## src/reg_access_pkg.sv

```systemverilog
package reg_access_pkg;

  // Field access kinds understood by field_cell
  localparam int FA_RW  = 0;
  localparam int FA_RC  = 1;
  localparam int FA_WC  = 2;
  localparam int FA_W1C = 3;
  localparam int FA_W1S = 4;

  // Register offsets from the bank base address
  localparam logic [11:0] OFS_CTRL   = 12'h000;
  localparam logic [11:0] OFS_STATUS = 12'h004;
  localparam logic [11:0] OFS_ERRLAT = 12'h008;
  localparam logic [11:0] OFS_FAULT  = 12'h00C;
  localparam logic [11:0] OFS_INTST  = 12'h010;
  localparam logic [11:0] OFS_SETREQ = 12'h014;
  localparam logic [11:0] OFS_PEND   = 12'h018;
  localparam logic [11:0] OFS_CMD    = 12'h01C;

  // Register select indices
  localparam int SEL_CTRL   = 0;
  localparam int SEL_STATUS = 1;
  localparam int SEL_ERRLAT = 2;
  localparam int SEL_FAULT  = 3;
  localparam int SEL_INTST  = 4;
  localparam int SEL_SETREQ = 5;
  localparam int SEL_PEND   = 6;
  localparam int SEL_CMD    = 7;
  localparam int NUM_REGS   = 8;

  // Decode window: offsets with this bit or any bit above it set are outside the bank
  localparam int OFS_BITS = 12;

  // Reset values
  localparam logic [31:0] DEF_BASE  = 32'h4000_0000;
  localparam logic [31:0] CTRL_RST  = 32'h0000_00FF;
  localparam logic [31:0] ZERO_RST  = 32'h0000_0000;

endpackage

```

## src/field_cell.sv

```systemverilog
`timescale 1ns/1ps

module field_cell
  import reg_access_pkg::*;
#(
  parameter int               WIDTH   = 8,
  parameter int               MODE    = FA_RW,
  parameter logic [WIDTH-1:0] RST_VAL = '0
)
(
  input  wire logic             core_clk_in, // System clock
  input  wire logic             rstn_in,     // Async reset, active low
  input  wire logic             wr_in,       // Software write to this register
  input  wire logic             rd_in,       // Software read of this register
  input  wire logic [WIDTH-1:0] wdata_in,    // Software write data
  input  wire logic [WIDTH-1:0] hw_set_in,   // Hardware set per bit
  input  wire logic [WIDTH-1:0] hw_clr_in,   // Hardware clear per bit
  output logic      [WIDTH-1:0] value_out    // Stored field value
);

  initial
  begin
    if (WIDTH < 1 || WIDTH > 32 || MODE < FA_RW || MODE > FA_W1S)
      $error("field_cell: unsupported WIDTH or MODE");
  end

  logic [WIDTH-1:0] value_ff;
  logic [WIDTH-1:0] nxt_value;
  logic [WIDTH-1:0] sw_clr;
  logic [WIDTH-1:0] sw_set;

  always_comb
  begin
    sw_clr = '0;
    sw_set = '0;
    case (MODE)
      FA_RC:  sw_clr = rd_in ? '1 : '0;
      FA_WC:  sw_clr = wr_in ? '1 : '0;
      FA_W1C: sw_clr = wr_in ? wdata_in : '0;
      FA_W1S: sw_set = wr_in ? wdata_in : '0;
      default:
      begin
        sw_clr = '0;
        sw_set = '0;
      end
    endcase
    if (MODE == FA_RW)
      nxt_value = wr_in ? wdata_in : value_ff;
    else
      nxt_value = ((value_ff & ~sw_clr & ~hw_clr_in) | sw_set) | hw_set_in;
  end

  always_ff @(posedge core_clk_in or negedge rstn_in)
  begin
    if (!rstn_in)
      value_ff <= RST_VAL;
    else
      value_ff <= nxt_value;
  end

  assign value_out = value_ff;

endmodule // field_cell

```

## src/reg_field_bank.sv

```systemverilog
`timescale 1ns/1ps

// How it works
// - Read-clear field clears after being read
// - Any write clears write-any-clears register
// - Writing one clears only that bit
// - Write-back clears reported bits, spares new
// - Write-only clear register reads as zero
// - Writing one sets, zero is ignored
// - Address is base plus register offset
// - Write-only register accepts writes, reads zero
// - Fields take documented values after reset
module reg_field_bank
  import reg_access_pkg::*;
#(
  parameter int          FLAG_W    = 8,
  parameter logic [31:0] BASE_ADDR = DEF_BASE
)
(
  input  wire logic              core_clk_in,    // System clock, 200 MHz
  input  wire logic              rstn_in,        // Async reset, active low
  input  wire logic [31:0]       addr_in,        // Byte address of access
  input  wire logic              wr_in,          // Write request, one cycle
  input  wire logic              rd_in,          // Read request, one cycle
  input  wire logic [31:0]       wdata_in,       // Write data
  output logic      [31:0]       rdata_out,      // Read data
  output logic                   ack_out,        // Access done pulse
  output logic                   err_out,        // Unmapped address pulse
  input  wire logic [FLAG_W-1:0] event_in,       // Event pins, rising edge
  input  wire logic [FLAG_W-1:0] error_in,       // Error pins, level
  input  wire logic [FLAG_W-1:0] fault_in,       // Fault pins, level
  input  wire logic [FLAG_W-1:0] done_in,        // Clears set requests
  input  wire logic [FLAG_W-1:0] pend_in,        // Pending pins, level
  output logic      [FLAG_W-1:0] ctrl_out,       // Control register value
  output logic      [FLAG_W-1:0] int_status_out, // Event status bits
  output logic      [FLAG_W-1:0] set_req_out,    // Set request bits
  output logic      [FLAG_W-1:0] pending_out,    // Pending bits
  output logic      [31:0]       cmd_out,        // Last command word
  output logic                   cmd_strobe_out  // Command written pulse
);

  initial
  begin
    if (FLAG_W < 1 || FLAG_W > 32)
      $error("reg_field_bank: FLAG_W must be 1 to 32");
    if (BASE_ADDR[OFS_BITS-1:0] != '0)
      $error("reg_field_bank: BASE_ADDR must be aligned to the bank window");
  end

  localparam int SYNC_W = 5 * FLAG_W;

  function automatic logic [NUM_REGS-1:0] reg_sel(input logic [31:0] addr);
    logic [31:0]          ofs;
    logic [NUM_REGS-1:0]  sel;
    ofs = addr - BASE_ADDR;
    sel = '0;
    if (ofs[31:OFS_BITS] == '0 && ofs[1:0] == 2'b00)
    begin
      case (ofs[OFS_BITS-1:0])
        OFS_CTRL:   sel[SEL_CTRL]   = 1'b1;
        OFS_STATUS: sel[SEL_STATUS] = 1'b1;
        OFS_ERRLAT: sel[SEL_ERRLAT] = 1'b1;
        OFS_FAULT:  sel[SEL_FAULT]  = 1'b1;
        OFS_INTST:  sel[SEL_INTST]  = 1'b1;
        OFS_SETREQ: sel[SEL_SETREQ] = 1'b1;
        OFS_PEND:   sel[SEL_PEND]   = 1'b1;
        OFS_CMD:    sel[SEL_CMD]    = 1'b1;
        default:    sel = '0;
      endcase
    end
    return sel;
  endfunction

  // Pin synchronisers; meta_ff feeds only sync_ff
  logic [SYNC_W-1:0] meta_ff;
  logic [SYNC_W-1:0] sync_ff;
  logic [FLAG_W-1:0] event_prev_ff;

  always_ff @(posedge core_clk_in or negedge rstn_in)
  begin
    if (!rstn_in)
    begin
      meta_ff <= '0;
      sync_ff <= '0;
    end
    else
    begin
      meta_ff <= {pend_in, done_in, fault_in, error_in, event_in};
      sync_ff <= meta_ff;
    end
  end

  always_ff @(posedge core_clk_in or negedge rstn_in)
  begin
    if (!rstn_in)
      event_prev_ff <= '0;
    else
      event_prev_ff <= sync_ff[FLAG_W-1:0];
  end

  logic [FLAG_W-1:0] event_s;
  logic [FLAG_W-1:0] error_s;
  logic [FLAG_W-1:0] fault_s;
  logic [FLAG_W-1:0] done_s;
  logic [FLAG_W-1:0] pend_s;
  logic [FLAG_W-1:0] event_rise;

  assign event_s    = sync_ff[0*FLAG_W +: FLAG_W];
  assign error_s    = sync_ff[1*FLAG_W +: FLAG_W];
  assign fault_s    = sync_ff[2*FLAG_W +: FLAG_W];
  assign done_s     = sync_ff[3*FLAG_W +: FLAG_W];
  assign pend_s     = sync_ff[4*FLAG_W +: FLAG_W];
  assign event_rise = event_s & ~event_prev_ff;

  // Access qualification; a write beats a read issued in the same cycle
  logic [NUM_REGS-1:0] sel;
  logic                wr_go;
  logic                rd_go;
  logic [NUM_REGS-1:0] wr_sel;
  logic [NUM_REGS-1:0] rd_sel;

  assign sel    = reg_sel(addr_in);
  assign wr_go  = wr_in;
  assign rd_go  = rd_in & ~wr_in;
  assign wr_sel = wr_go ? sel : '0;
  assign rd_sel = rd_go ? sel : '0;

  logic [FLAG_W-1:0] ctrl_val;
  logic [FLAG_W-1:0] errlat_val;
  logic [FLAG_W-1:0] fault_val;
  logic [FLAG_W-1:0] intst_val;
  logic [FLAG_W-1:0] setreq_val;
  logic [FLAG_W-1:0] pend_val;
  logic [FLAG_W-1:0] wdata_f;

  assign wdata_f = wdata_in[FLAG_W-1:0];

  field_cell #(.WIDTH(FLAG_W), .MODE(FA_RW), .RST_VAL(CTRL_RST[FLAG_W-1:0])) u_ctrl
  (
    .core_clk_in (core_clk_in),
    .rstn_in     (rstn_in),
    .wr_in       (wr_sel[SEL_CTRL]),
    .rd_in       (rd_sel[SEL_CTRL]),
    .wdata_in    (wdata_f),
    .hw_set_in   ('0),
    .hw_clr_in   ('0),
    .value_out   (ctrl_val)
  );

  field_cell #(.WIDTH(FLAG_W), .MODE(FA_RC), .RST_VAL(ZERO_RST[FLAG_W-1:0])) u_errlat
  (
    .core_clk_in (core_clk_in),
    .rstn_in     (rstn_in),
    .wr_in       (wr_sel[SEL_ERRLAT]),
    .rd_in       (rd_sel[SEL_ERRLAT]),
    .wdata_in    (wdata_f),
    .hw_set_in   (error_s),
    .hw_clr_in   ('0),
    .value_out   (errlat_val)
  );

  field_cell #(.WIDTH(FLAG_W), .MODE(FA_WC), .RST_VAL(ZERO_RST[FLAG_W-1:0])) u_fault
  (
    .core_clk_in (core_clk_in),
    .rstn_in     (rstn_in),
    .wr_in       (wr_sel[SEL_FAULT]),
    .rd_in       (rd_sel[SEL_FAULT]),
    .wdata_in    (wdata_f),
    .hw_set_in   (fault_s),
    .hw_clr_in   ('0),
    .value_out   (fault_val)
  );

  field_cell #(.WIDTH(FLAG_W), .MODE(FA_W1C), .RST_VAL(ZERO_RST[FLAG_W-1:0])) u_intst
  (
    .core_clk_in (core_clk_in),
    .rstn_in     (rstn_in),
    .wr_in       (wr_sel[SEL_INTST]),
    .rd_in       (rd_sel[SEL_INTST]),
    .wdata_in    (wdata_f),
    .hw_set_in   (event_rise & ctrl_val),
    .hw_clr_in   ('0),
    .value_out   (intst_val)
  );

  // set requests, retired by done pins
  field_cell #(.WIDTH(FLAG_W), .MODE(FA_W1S), .RST_VAL(ZERO_RST[FLAG_W-1:0])) u_setreq
  (
    .core_clk_in (core_clk_in),
    .rstn_in     (rstn_in),
    .wr_in       (wr_sel[SEL_SETREQ]),
    .rd_in       (rd_sel[SEL_SETREQ]),
    .wdata_in    (wdata_f),
    .hw_set_in   ('0),
    .hw_clr_in   (done_s),
    .value_out   (setreq_val)
  );

  field_cell #(.WIDTH(FLAG_W), .MODE(FA_W1C), .RST_VAL(ZERO_RST[FLAG_W-1:0])) u_pend
  (
    .core_clk_in (core_clk_in),
    .rstn_in     (rstn_in),
    .wr_in       (wr_sel[SEL_PEND]),
    .rd_in       (rd_sel[SEL_PEND]),
    .wdata_in    (wdata_f),
    .hw_set_in   (pend_s),
    .hw_clr_in   ('0),
    .value_out   (pend_val)
  );

  always_ff @(posedge core_clk_in or negedge rstn_in)
  begin
    if (!rstn_in)
    begin
      cmd_out        <= ZERO_RST;
      cmd_strobe_out <= 1'b0;
    end
    else
    begin
      cmd_strobe_out <= wr_sel[SEL_CMD];
      if (wr_sel[SEL_CMD])
        cmd_out <= wdata_in;
    end
  end

  // Reserved bits above FLAG_W always read zero
  logic [31:0] rd_mux;

  always_comb
  begin
    rd_mux = '0;
    unique case (1'b1)
      sel[SEL_CTRL]:   rd_mux = 32'(ctrl_val);
      sel[SEL_STATUS]: rd_mux = 32'(event_s);
      sel[SEL_ERRLAT]: rd_mux = 32'(errlat_val);
      sel[SEL_FAULT]:  rd_mux = 32'(fault_val);
      sel[SEL_INTST]:  rd_mux = 32'(intst_val);
      sel[SEL_SETREQ]: rd_mux = 32'(setreq_val);
      sel[SEL_PEND]:   rd_mux = '0;
      sel[SEL_CMD]:    rd_mux = '0;
      default:         rd_mux = '0;
    endcase
  end

  // Read data is captured before the read-clear lands, so the reader sees the old value
  always_ff @(posedge core_clk_in or negedge rstn_in)
  begin
    if (!rstn_in)
    begin
      rdata_out <= '0;
      ack_out   <= 1'b0;
      err_out   <= 1'b0;
    end
    else
    begin
      ack_out   <= wr_go | rd_go;
      err_out   <= (wr_go | rd_go) & (sel == '0);
      rdata_out <= rd_go ? rd_mux : '0;
    end
  end

  always_ff @(posedge core_clk_in or negedge rstn_in)
  begin
    if (!rstn_in)
    begin
      ctrl_out       <= CTRL_RST[FLAG_W-1:0];
      int_status_out <= '0;
      set_req_out    <= '0;
      pending_out    <= '0;
    end
    else
    begin
      ctrl_out       <= ctrl_val;
      int_status_out <= intst_val;
      set_req_out    <= setreq_val;
      pending_out    <= pend_val;
    end
  end

endmodule // reg_field_bank

```

## config.mk

```make
export PLATFORM = sky130hd
export DESIGN_NAME = reg_field_bank
export DESIGN_NICKNAME = d
export VERILOG_FILES = /design/src/reg_access_pkg.sv /design/src/field_cell.sv /design/src/reg_field_bank.sv
export SDC_FILE = /design/constraint.sdc
export NUM_CORES = 1
export LEC_CHECK = 0
export BUFFER_PORTS_ARGS = -buffer_cell sky130_fd_sc_hd__buf_4
export CORE_MARGIN = 8
export CORE_UTILIZATION = 30
export CTS_BUF_LIST = sky130_fd_sc_hd__clkbuf_8
export CTS_CLUSTER_DIAMETER = 60
export DETAILED_ROUTE_END_ITERATION = 6
export REMOVE_ABC_BUFFERS = 1
export SLEW_MARGIN = 5
export SYNTH_ARGS = -nofsm -noshare
export SYNTH_HDL_FRONTEND = slang
export SYNTH_HIERARCHICAL = 1
export SYNTH_SLANG_ARGS = --single-unit
```

## constraint.sdc

```tcl
create_clock -name core_clk_in -period 2.05 [get_ports core_clk_in]
set_clock_uncertainty 0.15 [all_clocks]
set_input_delay 0.41 -clock core_clk_in [delete_from_list [all_inputs] [get_ports core_clk_in]]
set_output_delay 0.41 -clock core_clk_in [all_outputs]
set_load 0.01 [all_outputs]
```

### Yosys cells after proc, flatten, opt, wreduce, memory -nomap -nowiden

Cells that the tools add are included.

* reductions and logical operators: 5
* $add $sub $neg: 1
* bitwise gates (word level): 22
* muxes and demuxes: 18
* equality and inequality tests: 7

Operator list (count)
* two-way mux 8 bit: 8
* bitwise AND 8 bit: 7
* == test 12 x 5 -> 1 bit (second input constant): 4
* inverter 8 bit: 6
* case mux 8 bit (6 select lines): 1
* OR 8 bit: 5
* subtractor 32 x 31 -> 32 bit (second input constant): 1
* == test 12 x 4 -> 1 bit (second input constant): 2
* logical NOT 20 bit: 1
* == test 12 x 3 -> 1 bit (second input constant): 1
* logical NOT 12 bit: 1
* logical NOT 8 bit: 1
* two-way mux 1 bit: 8
* two-way mux 3 bit: 1
* bitwise AND 1 bit: 2
* logical NOT 2 bit: 1
* logical AND 1 bit: 1
* inverter 1 bit: 1
* OR 1 bit: 1

* word-level logic and storage cells: 71
* output and inout bits: 99
* input port bits: 108
* register bits after elaboration: 211

### Longest topological paths before layout

* depth in word-level cells: 9
* depth in mapped cells: 8
* mapped depth without buffers: 6

### Hierarchy

Netlist, hierarchy kept.

Modules (own cells, without submodules)
* reg_field_bank: sequential area each 4088.9 um^2, area an instance 5392.7 um^2, times used 1, cells an instance 331
* field_cell (u_errlat ...): sequential area each 200.2 um^2, area an instance 354.1 um^2, times used 2, cells an instance 25
* field_cell (u_intst ...): sequential area each 200.2 um^2, area an instance 337.8 um^2, times used 2, cells an instance 33
* field_cell (u_ctrl): sequential area each 210.2 um^2, area an instance 341.6 um^2, times used 1, cells an instance 17
* field_cell (u_setreq): sequential area each 200.2 um^2, area an instance 321.6 um^2, times used 1, cells an instance 26

### Least setup slack after synthesis

Ideal clock, no wire load.

* path kind: input -> register
* start: input addr_in[9]
* end: register cmd_out[10]
* path buffers: 1
* path slack: -0.493 ns
* setup time: 0.125 ns
* stages on the path: 5
* arrival: 2.268 ns
* data required time: 1.775 ns
* cells stage by stage: or4_4 -> or4_4 -> nor3_4 -> buf_6 -> mux2_2

* cells in the longest elaborated chain, start to end: 5
* elaborated cells between the ends (all ways): 7
* classes of those cells: add/sub (1); eq/ne (1); mux (3); reduce/logical (2)

Ends and longest elaborated chain
* from (decl): line reg_field_bank.sv:22 `input wire logic [31:0] addr_in,`
* subtractor 32 x 31 -> 32 bit *: line reg_field_bank.sv:55 `ofs = addr - BASE_ADDR;`
* == test 12 x 5 -> 1 bit or logical NOT 20 bit (tied branches): line reg_field_bank.sv:59, reg_field_bank.sv:57
* two-way mux 1 bit or logical AND 1 bit (tied branches): line reg_field_bank.sv:59, reg_field_bank.sv:57
* two-way mux 8 bit *: line reg_field_bank.sv:57 `if (ofs[31:OFS_BITS] == '0 && ofs[1:0] == 2'b00)`
* two-way mux 8 bit *: line reg_field_bank.sv:125 `assign wr_sel = wr_go ? sel : '0;`
* to (signal assigned): line reg_field_bank.sv:222 `cmd_out <= wdata_in;`
* to (decl): line reg_field_bank.sv:38 `output logic [31:0] cmd_out,`

Every way passes the cells marked *; elsewhere a longest branch is shown, timed or not.
A chain may end at the register's enable or synchronous reset.

### Final worst setup path

Ends and elaborated chain as after synthesis.

==> run metrics <==
hold path depth 2; Routed wire per std cell around 16 um; Root Driver clkbuf_8; port bufs about 180; Detailed Route WL about 19 mm; Die Width 173 um; CP endpoint kind register; gr ovfl total 0; Via density 4.04; max-cap viol count 0; Remaining DRCs 0; Pwr per Cell Area roughly 790 mW/mm^2; post-synthesis average cell area about 15 um^2; Worst path max stage delay roughly 560 ps; status finished, violations left; worst-case reg-to-reg path depth 3; Max Buffers Root-to-Sink 3; Max Transition Viols Final 0; die height between 150 and 200 um; crit-path cells buf_6 > or4_4 > or4_4 > nor3_4 > buf_12 > clkbuf_16 > mux2_2; first-pass GRT wire length approximately 30 mm; Inserted Clock Buffers 37; critical path's slowest cell or4_4; initial drt markers 160; Synth Cell Area 0.00741 mm^2; Final Hold Viols 0; post-route cell area about 0.011 mm^2; CTS tree done; fin nets 940; post-route minimum period around 2200 ps; total core area around 0.024 mm^2; violated checks setup timing; Die Area between 0.02 and 0.03 mm^2; maximum vdd drop 0.000381 V; CTS clk-pin slew, worst paths 60 ps; Critical Path Fanout Max 8; WP data required about 2300 ps; share of cells above drive strength 1 about two fifths; Routed Antenna Nets 0; CP Class in2reg; via count 4788; Cell Area, Placed around 0.0094 mm^2; Starting Density between 30% and 40%; post-DP HPWL 12.6 mm; Synth Warn # 6; Final Setup Violations 32; Syn Inst Count just under 500; crit path DAT 2460 ps; Diodes inserted 0; H-tree levels 2; number of global-route vias before repair ~5300; crit path launch type input port; Worst Slack Setup Final -168 ps; io pins between 200 and 250; 1st-pass router iterations 4; min-delay worst type in2reg; commonest non-fill, non-tap cell in the layout buf_4; RSZ-0062 raised after global routing yes; largest net degree at the start of global routing 54; initial antenna violation count 0; Area Growth Syn to Fin 49.6%; Clock Sinks 211; GRT Total Usage between 10% and 20%; crit-path most repeated cell or4_4; commonest non-fill, non-tap cells in the layout buf_4, dfrtp_1, dlygate4sd3_1, conb_1; Tcrit/Tclk final 108%; Achievable Freq between 400 and 500 MHz; number of placement rows 57; Static Leak approximately 5.3 nW; Final GP Congestion ~0.73; post-place setup slack -721 ps; clock latency on the worst-skew pair around 520 ps
flip-flops by register name, indices dropped and copies added, names as in the netlist, 8 cells and up:
name / flops
rdata_out: 8
u_setreq/value_out: 8
set_req_out: 8
u_intst/value_out: 8
u_ctrl/value_out: 8
ctrl_out: 8
cmd_out: 32
pending_out: 8
u_fault/value_out: 8
int_status_out: 8
u_errlat/value_out: 8
meta_ff: 40
sync_ff: 40
event_prev_ff: 8
u_pend/value_out: 8
per-layer routing:
| layer | vias up | wire length [um] | global-route usage [%] |
|---|---|---|---|
| met1 | 2353 | 8260 | 15.6 |
| met4 | 0 | 286 | 3.70 |
| li1 | 2258 | - | - |
| met5 | - | 0 | 0 |
| met2 | 152 | 9080 | 20.2 |
| met3 | 25 | 1400 | 4.73 |
final timing paths:
kind,from,endpoint,slack [ps]
setup reg to reg,u_setreq/value_out[1],rdata_out[1],640
hold reg to reg,meta_ff[19],sync_ff[19],190
max in group asynchronous,rstn_in,u_pend/value_out[7],860
min in group asynchronous,rstn_in,pending_out[3],280
hold / removal,wdata_in[2],u_ctrl/value_out[2],50
setup / recovery,addr_in[9],cmd_out[10],-170
per-stage QoR:
stage	util (%)	cells	hold WS, ps	power [W]	setup TNS, ps
5_1_grt	45.7	1185	26.9	0.00922	-3900
3_3_place_gp	38.8	1040	182	0.00497	-39470
2_1_floorplan	-	507	-35.6	0.00459	-55900
3_5_place_dp	38.8	1040	185	0.00499	-41380
6_report	45.7	1185	50.5	0.00877	-4140
4_1_cts	45.4	1184	8.88	0.00894	-3390
what timing repair did:
action / 4_1_cts / 5_1_grt
setup endpoints to repair: 32 / 33
hold buffers: 73 / 0
resized for setup: 20 / 10
buffers inserted: 1 / 0
pin swaps: 1 / 0
cloned: 2 / 1
hold endpoints to repair: 126 / 0
critical path, delay by kind of cell:
family                 cells  cell delay, ps
buffers and inverters      3             440
muxes                      1             330
and+or+nand+nor            3            1270
area by class of cell:
| cell class | count | area (um^2) |
|---|---|---|
| clock buffers | 45 | 619 |
| clock inverters | 23 | 118 |
| fillers | 2207 | 13200 |
| inverters | 26 | 97.6 |
| multi-input cells | 270 | 2060 |
| flip-flops and latches | 211 | 5300 |
| well taps | 324 | 405 |
| repair buffers | 286 | 2480 |
where the power goes:
part / leakage [nW] / internal (W) / total (W) / switching (W)
Clock: 0.448 / 0.00211 / 0.00375 / 0.00164
Sequential: 2.52 / 0.00432 / 0.00438 / 0.0000580
Combinational: 2.32 / 0.000362 / 0.000642 / 0.000281
Note: power is estimated with default switching activity, not from simulation.
